--- src/hdl/atfs_pkg.sv ---
// Constants and types for the per-axis terminal function select block
// What this block does
// Mode code 00 makes a terminal a general-purpose input and code 01 a general-purpose output.
// Terminal 1 with mode 10 is driven with the decelerating flag.
// Terminal 1 with mode 11 gives a single one-shot pulse of 26 ms.
// The terminal-2 mode is taken from bits 4 and 5 of the terminal configuration register.
// Terminal 2 with mode 10 shows the constant-speed flag active low.
// Terminal 2 with mode 11 shows the constant-speed flag active high.
// Terminal 3 shows comparator-1 match, active low for 10 and active high for 11.
// Terminal 4 mode sits in bits 8 and 9 and shows comparator-2 match, low for 10, high for 11.
// Terminal 5 shows comparator-3 match, active low for 10 and active high for 11.
// Terminal 6 mode sits in bits 12 and 13 and shows comparator-4 match, low 10, high 11.
// Terminal 7 shows comparator-5 match, active low for 10 and active high for 11.
// The terminal-0 polarity bit makes its speed-up or one-shot output active low at 0, high at 1.
// In input mode the terminal driver is off and software reads the sampled pin level.
package atfs_pkg;
	localparam int          ATFS_NUM_TERM     = 8;
	localparam int          ATFS_ADDR_W       = 8;
	localparam int          ATFS_DATA_W       = 32;
	// Register offsets
	localparam logic [7:0]  ATFS_OFS_TERM_CFG = 8'h00;
	localparam logic [7:0]  ATFS_OFS_CTRL     = 8'h04;
	localparam logic [7:0]  ATFS_OFS_GP_OUT   = 8'h08;
	localparam logic [7:0]  ATFS_OFS_GP_IN    = 8'h0C;
	localparam logic [7:0]  ATFS_OFS_SHOT     = 8'h10;
	// Field layout
	localparam int          ATFS_MODE_W       = 2;
	localparam int          ATFS_TERM2_POS    = 4;
	localparam int          ATFS_TERM4_POS    = 8;
	localparam int          ATFS_TERM6_POS    = 12;
	localparam int          ATFS_POL_BIT      = 0;
	localparam int          ATFS_NUM_SHOT     = 2;
	// Reset values
	localparam logic [15:0] ATFS_TERM_CFG_RST = 16'h0000;
	localparam logic        ATFS_POL_RST      = 1'b0;
	localparam logic [7:0]  ATFS_GP_OUT_RST   = 8'h00;
	// Timing
	localparam int          ATFS_CLK_HZ       = 50_000_000;
	localparam int          ATFS_SHOT_MS      = 26;
	localparam int          ATFS_SHOT_CYC     = (ATFS_CLK_HZ / 1000) * ATFS_SHOT_MS;

	typedef enum logic [1:0] {
		ATFS_MODE_GP_IN  = 2'b00,
		ATFS_MODE_GP_OUT = 2'b01,
		ATFS_MODE_FUNC_A = 2'b10,
		ATFS_MODE_FUNC_B = 2'b11
	} atfs_mode_type;

	typedef enum logic [0:0] {
		ATFS_SHOT_IDLE = 1'b0,
		ATFS_SHOT_BUSY = 1'b1
	} atfs_shot_state_type;
endpackage

--- src/hdl/atfs_shot_if.sv ---
// Trigger and pulse pair between the top and one one-shot timer
`timescale 1ns/1ns
interface atfs_shot_if;
	logic fire;
	logic pulse;
	modport ctl (output fire, input pulse);
	modport tmr (input fire, output pulse);
endinterface

--- src/hdl/atfs_one_shot.sv ---
// Retrigger-proof one-shot pulse timer
`timescale 1ns/1ns
module atfs_one_shot
	import atfs_pkg::*;
#(
	parameter int COUNT = ATFS_SHOT_CYC
) (
	input  wire logic clk,
	input  wire logic rst,
	atfs_shot_if.tmr  shot
);
	localparam int CW = $clog2(COUNT + 1);
	localparam logic [CW-1:0] LAST = CW'(COUNT - 1);

	atfs_shot_state_type state_r;
	atfs_shot_state_type state_nxt;
	logic [CW-1:0]       cnt_r;
	logic [CW-1:0]       cnt_nxt;

	// A fire during a pulse is dropped so the pulse stays single
	always_comb begin
		state_nxt = state_r;
		cnt_nxt   = cnt_r;
		case (state_r)
			ATFS_SHOT_IDLE: begin
				if (shot.fire) begin
					state_nxt = ATFS_SHOT_BUSY;
					cnt_nxt   = '0;
				end
			end
			ATFS_SHOT_BUSY: begin
				if (cnt_r == LAST) begin
					state_nxt = ATFS_SHOT_IDLE;
				end else begin
					cnt_nxt = cnt_r + CW'(1);
				end
			end
			default: begin
				state_nxt = ATFS_SHOT_IDLE;
			end
		endcase
	end

	always_ff @(posedge clk) begin
		if (rst) begin
			state_r <= ATFS_SHOT_IDLE;
			cnt_r   <= '0;
		end else begin
			state_r <= state_nxt;
			cnt_r   <= cnt_nxt;
		end
	end

	assign shot.pulse = (state_r == ATFS_SHOT_BUSY);
endmodule

--- src/hdl/atfs_top.sv ---
// Terminal function select for one axis with its register port
//
// Decided for this implementation: strobed register access and the register addresses.
`timescale 1ns/1ns
module atfs_top
	import atfs_pkg::*;
#(
	parameter int SHOT_CYC = ATFS_SHOT_CYC
) (
	input  wire logic                     clk,
	input  wire logic                     rst,
	input  wire logic [ATFS_ADDR_W-1:0]   addr,
	input  wire logic [ATFS_DATA_W-1:0]   wdata,
	input  wire logic                     wr,
	input  wire logic                     rd,
	output logic      [ATFS_DATA_W-1:0]   rdata,
	input  wire logic                     accelerating_flag,
	input  wire logic                     decelerating_flag,
	input  wire logic                     constant_speed_flag,
	input  wire logic                     compare1_match_out,
	input  wire logic                     compare2_match_out,
	input  wire logic                     compare3_match_out,
	input  wire logic                     compare4_match_out,
	input  wire logic                     compare5_match_out,
	input  wire logic [ATFS_NUM_TERM-1:0] term_in,
	output logic      [ATFS_NUM_TERM-1:0] term_out,
	output logic      [ATFS_NUM_TERM-1:0] term_oe
);
	localparam int CFG_W = ATFS_NUM_TERM * ATFS_MODE_W;

	logic [CFG_W-1:0]         term_cfg_r;
	logic [CFG_W-1:0]         term_cfg_nxt;
	logic                     term0_output_polarity_r;
	logic                     term0_output_polarity_nxt;
	logic [ATFS_NUM_TERM-1:0] gp_out_r;
	logic [ATFS_NUM_TERM-1:0] gp_out_nxt;
	logic [ATFS_NUM_TERM-1:0] gp_in_r;
	logic [ATFS_DATA_W-1:0]   rdata_r;
	logic [ATFS_DATA_W-1:0]   rdata_nxt;
	logic [ATFS_NUM_TERM-1:0] pin_out_r;
	logic [ATFS_NUM_TERM-1:0] pin_out_nxt;
	logic [ATFS_NUM_TERM-1:0] pin_oe_r;
	logic [ATFS_NUM_TERM-1:0] pin_oe_nxt;
	logic [ATFS_NUM_TERM-1:0] func_sig;
	logic [ATFS_NUM_SHOT-1:0] shot_fire;
	logic [ATFS_NUM_SHOT-1:0] shot_pulse;

	assign func_sig = {compare5_match_out, compare4_match_out, compare3_match_out,
		compare2_match_out, compare1_match_out, constant_speed_flag,
		decelerating_flag, accelerating_flag};

	// Register writes
	always_comb begin
		term_cfg_nxt              = term_cfg_r;
		term0_output_polarity_nxt = term0_output_polarity_r;
		gp_out_nxt                = gp_out_r;
		shot_fire                 = '0;
		if (wr) begin
			case (addr)
				ATFS_OFS_TERM_CFG: term_cfg_nxt = wdata[CFG_W-1:0];
				ATFS_OFS_CTRL:     term0_output_polarity_nxt = wdata[ATFS_POL_BIT];
				ATFS_OFS_GP_OUT:   gp_out_nxt = wdata[ATFS_NUM_TERM-1:0];
				ATFS_OFS_SHOT:     shot_fire = wdata[ATFS_NUM_SHOT-1:0];
				default: begin
				end
			endcase
		end
	end

	// Read data stand only in the cycle after the strobe
	always_comb begin
		rdata_nxt = '0;
		if (rd) begin
			case (addr)
				ATFS_OFS_TERM_CFG: rdata_nxt = {{(ATFS_DATA_W-CFG_W){1'b0}}, term_cfg_r};
				ATFS_OFS_CTRL:     rdata_nxt = {{(ATFS_DATA_W-1){1'b0}}, term0_output_polarity_r};
				ATFS_OFS_GP_OUT:   rdata_nxt = {{(ATFS_DATA_W-ATFS_NUM_TERM){1'b0}}, gp_out_r};
				ATFS_OFS_GP_IN:    rdata_nxt = {{(ATFS_DATA_W-ATFS_NUM_TERM){1'b0}}, gp_in_r};
				ATFS_OFS_SHOT:     rdata_nxt = {{(ATFS_DATA_W-ATFS_NUM_SHOT){1'b0}}, shot_pulse};
				default:           rdata_nxt = '0;
			endcase
		end
	end

	// One-shot timers for terminals 0 and 1
	for (genvar s = 0; s < ATFS_NUM_SHOT; s++) begin : g_shot
		atfs_shot_if shot_bus ();
		assign shot_bus.fire = shot_fire[s];
		assign shot_pulse[s] = shot_bus.pulse;
		atfs_one_shot #(
			.COUNT (SHOT_CYC)
		) u_shot (
			.clk  (clk),
			.rst  (rst),
			.shot (shot_bus.tmr)
		);
	end

	// Per-terminal output select; pins are registered to avoid decode glitches
	for (genvar i = 0; i < ATFS_NUM_TERM; i++) begin : g_term
		atfs_mode_type mode;
		assign mode = atfs_mode_type'(term_cfg_r[i*ATFS_MODE_W +: ATFS_MODE_W]);
		always_comb begin
			pin_oe_nxt[i]  = 1'b1;
			pin_out_nxt[i] = 1'b0;
			case (mode)
				ATFS_MODE_GP_IN: begin
					pin_oe_nxt[i] = 1'b0;
				end
				ATFS_MODE_GP_OUT: begin
					pin_out_nxt[i] = gp_out_r[i];
				end
				ATFS_MODE_FUNC_A: begin
					if (i == 0) begin
						pin_out_nxt[i] = func_sig[i] ~^ term0_output_polarity_r;
					end else if (i == 1) begin
						pin_out_nxt[i] = func_sig[i];
					end else begin
						pin_out_nxt[i] = ~func_sig[i];
					end
				end
				ATFS_MODE_FUNC_B: begin
					if (i == 0) begin
						pin_out_nxt[i] = shot_pulse[0] ~^ term0_output_polarity_r;
					end else if (i == 1) begin
						pin_out_nxt[i] = shot_pulse[1];
					end else begin
						pin_out_nxt[i] = func_sig[i];
					end
				end
				default: begin
					pin_oe_nxt[i] = 1'b0;
				end
			endcase
		end
	end

	always_ff @(posedge clk) begin
		if (rst) begin
			term_cfg_r              <= ATFS_TERM_CFG_RST;
			term0_output_polarity_r <= ATFS_POL_RST;
			gp_out_r                <= ATFS_GP_OUT_RST;
			gp_in_r                 <= '0;
			rdata_r                 <= '0;
			pin_out_r               <= '0;
			pin_oe_r                <= '0;
		end else begin
			term_cfg_r              <= term_cfg_nxt;
			term0_output_polarity_r <= term0_output_polarity_nxt;
			gp_out_r                <= gp_out_nxt;
			gp_in_r                 <= term_in;
			rdata_r                 <= rdata_nxt;
			pin_out_r               <= pin_out_nxt;
			pin_oe_r                <= pin_oe_nxt;
		end
	end

	assign rdata    = rdata_r;
	assign term_out = pin_out_r;
	assign term_oe  = pin_oe_r;
endmodule

--- config.mk ---
export PLATFORM = sky130hd
export DESIGN_NAME = atfs_top
export DESIGN_NICKNAME = d
export VERILOG_FILES = /design/src/hdl/atfs_pkg.sv /design/src/hdl/atfs_shot_if.sv /design/src/hdl/atfs_one_shot.sv /design/src/hdl/atfs_top.sv
export SDC_FILE = /design/constraint.sdc
export NUM_CORES = 1
export LEC_CHECK = 0
export BUFFER_PORTS_ARGS = -buffer_cell sky130_fd_sc_hd__buf_2
export CORE_MARGIN = 2
export CORE_UTILIZATION = 54
export DETAILED_ROUTE_END_ITERATION = 8
export GPL_ROUTABILITY_DRIVEN = 0
export PLACE_DENSITY = 0.78
export SYNTH_ARGS = -nofsm -noshare
export SYNTH_HDL_FRONTEND = slang
export SYNTH_SLANG_ARGS = --single-unit
--- constraint.sdc ---
create_clock -name clk -period 2.7 [get_ports clk]
set_clock_uncertainty 0.15 [all_clocks]
set_input_delay 0.405 -clock clk [delete_from_list [all_inputs] [get_ports clk]]
set_output_delay 0.405 -clock clk [all_outputs]
set_load 0.02 [all_outputs]
==> impl_results.md <==
* Req. time, crit path at 2.87 ns
* EDFF count, synth at 0
* Clk Latency, worst-skew pair at 0.37 ns
* Antenna violations before repair at 0
* FILL cells at 733
* Die height at 99.5 um
* Fin. Hold Viols at 0
* CTS H-tree depth at 3
* Tcrit/Tclk final at 85.6%
* Layout cells sized above 1 at 22.2%
* Max VDD drop at 0.306 mV
* Netlist cell types at 72
* Gr usage total at 22.5%
* Port bufs at 75
* Net Switching at 0.673 mW
* Yosys top cell area share at 44.3%
* Post-route ant nets at 0
* CTS clk-pin slew, worst paths at 0.11 ns
* Worst-path cell chain: and3_1 > and4_1 > nand2_1 > a21oi_1 > buf_4 > o22a_1
* Routed length per instance at 15.1 um
* CP endpoint kind: flip-flop
* Crit path to: g_shot[0].u_shot.cnt_r[8]$_SDFFE_PP0P_
* CTS Buf Count at 9
* Die area at 9900 um^2
* Crit Reg-Reg Endpoint: g_shot[0].u_shot.cnt_r[8]$_SDFFE_PP0P_
* Mapped Avg Cell Area at 9.14 um^2
* Worst hold path class: input pin to flip-flop
* Vias in the first global route at 3926
* Maximum clock insertion buffer count at 2
* Vias/cell at 5.88
* Leakage at 2.19 nW
* Slowest stage delay, CP at 0.66 ns
* Core area at 8760 um^2
* Relative slew slack at 46.4%
* Max Freq at 433 MHz
* Area of the multi-input gates at 2510 um^2
* Pre-antenna DRT Iters at 6
* CP max stage cell: a21oi_1
* Post-Syn Area at 4930 um^2
* Logic pwr share at 4.6%
* Synth area leader: dfxtp_1
* RSZ-0062 raised after global routing: false
* Gr ovfl total at 0
* Die W at 99.5 um
* Gates resized, CTS repair at 0
* Internal at 2.11 mW
* Synth top area cells: dfxtp_1 (44%), nor2_1 (5.9%), mux2i_1 (5.5%)
* Inserted Diodes at 0
* Storage element area at 2180 um^2
* Ys Warns at 0
* Final setup vio count at 0
* I/O pin total at 108
* R2R Setup Slk at 0.39 ns
* Power per Cell Area at 499 nW/um^2
* Hold-fix buffers, CTS at 0
* Sequential Power Share at 58.1%
* Status: complete, no violations
* R2R Path Start: g_shot[0].u_shot.cnt_r[15]$_SDFFE_PP0P_
* DRC viols at 0
* Cell count of the worst reg-to-reg path at 6
* CP startpoint kind: flip-flop
* Clk network pwr share at 37.3%
* Critical-path maximum fanout at 10
* Largest net degree at the start of global routing at 76
* Fin nets at 673
* Post-CTS Setup Repair Bufs at 0
* Row count at 34
* Placed instance count at 708
* Ys async rst share at 0%
* CTS tree: yes
* Switching part of the total at 24.2%
* Main flop type after synthesis: dfxtp_1
* DRT iter0 DRCs at 249
* Register area share after synthesis at 44.3%
* Critical path class: flip-flop to flip-flop
* Initial Util at 56.2%
* Slew Limit Fails at 0
* Area grow syn2layout at 13.2%
* Max_cap viols at 0
* Placed wire-length estimate at 7790 um
* Final Non-Filler Cells at 724
* Arrival time at the worst endpoint at 2.48 ns
* Seq cells post-synth at 109
* Clk sinks at 109
* Root Driver: clkbuf_8
* Routed Wire Length at 11000 um
* Worst-Margin Slew at 0.804 ns
* Setup Total Neg Slack at 0 ns
* Top cells by count, synth: dfxtp_1 (109), nor2_1 (78), nand2_1 (32)
* First-pass GRT wire length at 18200 um
* Final min period at 2.31 ns
* Most frequent cell after synthesis: dfxtp_1
* Crit path launch: g_shot[0].u_shot.cnt_r[15]$_SDFFE_PP0P_
* Vias at 4256
* Post-Syn Instances at 539
==> sequential cells by signal (all words and copies together), names as in the netlist <==
signal and count:
term0_output_polarity_r 1, term_cfg_r 16, rdata 16, g_shot.u_shot.shot.pulse 2
gp_in_r 8, term_out 8, term_oe 8, g_shot.u_shot.cnt_r 42
gp_out_r 8
==> worst max-delay path: cells and delay by family, from the launching register on <==
kind            cells  cell delay (ns)
flops               1             0.42
simple gates        3             0.64
buf+inv             1             0.25
compound gates      2             0.80
==> metal layers <==
| metal | up-vias | track usage, % | wire, um |
|---|---|---|---|
| li1 | 2078 | - | - |
| met3 | 23 | 3.65 | 637 |
| met4 | 0 | 8.96 | 220 |
| met2 | 157 | 37.0 | 5250 |
| met5 | - | 0 | 0 |
| met1 | 1998 | 29.8 | 4850 |
==> how the worst min path moves through the flow <==
stage,slack (ns),from,cells past startpoint,end
2_1_floorplan,0.30,g_shot[1].u_shot.cnt_r[13]$_SDFFE_PP0P_,2,g_shot[1].u_shot.cnt_r[13]$_SDFFE_PP0P_
3_3_place_gp,0.32,g_shot[1].u_shot.cnt_r[13]$_SDFFE_PP0P_,2,g_shot[1].u_shot.cnt_r[13]$_SDFFE_PP0P_
3_5_place_dp,0.33,g_shot[1].u_shot.cnt_r[13]$_SDFFE_PP0P_,2,g_shot[1].u_shot.cnt_r[13]$_SDFFE_PP0P_
4_1_cts,0.07,term_in[2],2,gp_in_r[2]$_SDFF_PP0_
5_1_grt,0.08,term_in[5],2,gp_in_r[5]$_SDFF_PP0_
6_report,0.08,term_in[5],2,gp_in_r[5]$_SDFF_PP0_
==> area by class of cell <==
cell class / count / area share (%)
well taps: 108 / 2.42
flip-flops and latches: 109 / 39.1
repair buffers: 93 / 9.16
multi-input cells: 391 / 45.1
inverters: 7 / 0.471
clock buffers: 10 / 2.29
clock inverters: 6 / 1.41
==> logic make-up (layout without fill, tap and decap cells) <==
| logic type | Yosys count | in the layout | synth area share (%) |
|---|---|---|---|
| muxes | 42 | 42 | 9.14 |
| and+or+nand+nor | 234 | 234 | 25.8 |
| other | 1 | 16 | 0.0761 |
| AOI/OAI and AO/OA | 90 | 90 | 13.0 |
| DFF | 109 | 109 | 44.3 |
| buffers and inverters | 54 | 116 | 5.92 |
| adders and majority gates | 2 | 2 | 0.508 |
| xor gates and xnor gates | 7 | 7 | 1.24 |
==> power groups by stage <==
stage | registers (mW) | clock network, mW | logic, mW
final | 1.62 | 1.04 | 0.129
after global routing | 1.62 | 1.12 | 0.140
after CTS | 1.62 | 1.06 | 0.128
after detailed placement | 1.65 | 0 | 0.127
after global placement | 1.65 | 0 | 0.125
after floorplan | 1.65 | 0 | 0.0899
==> cells in the final DEF (no fill, tap or decap), types with 7 or more instances in the layout <==
cell	count
a31oi_1	12
dfxtp_1	109
nand2_1	32
conb_1	16
buf_4	18
nor2b_1	11
mux2_2	14
nor3b_1	10
nand3_1	24
and2_1	9
nor2_1	78
clkbuf_8	9
mux2i_1	27
nand4_1	13
a21oi_1	23
inv_1	7
and3_1	9
buf_2	75
a22oi_1	8
==> stage by stage <==
stage               util, %  instance area [um^2]  hold WS (ns)  power, mW  setup WS (ns)
CTS                    63.6                  5580        0.0655       2.81          0.394
global route           63.6                  5580        0.0760       2.88          0.205
finish                 63.6                  5580        0.0766       2.78          0.388
global placement       61.3                  5370         0.320       1.78          0.453
floorplan                 -                  4980         0.299       1.74          0.663
detailed placement     61.3                  5370         0.335       1.78          0.392
Power figures use the tool's default switching activity.
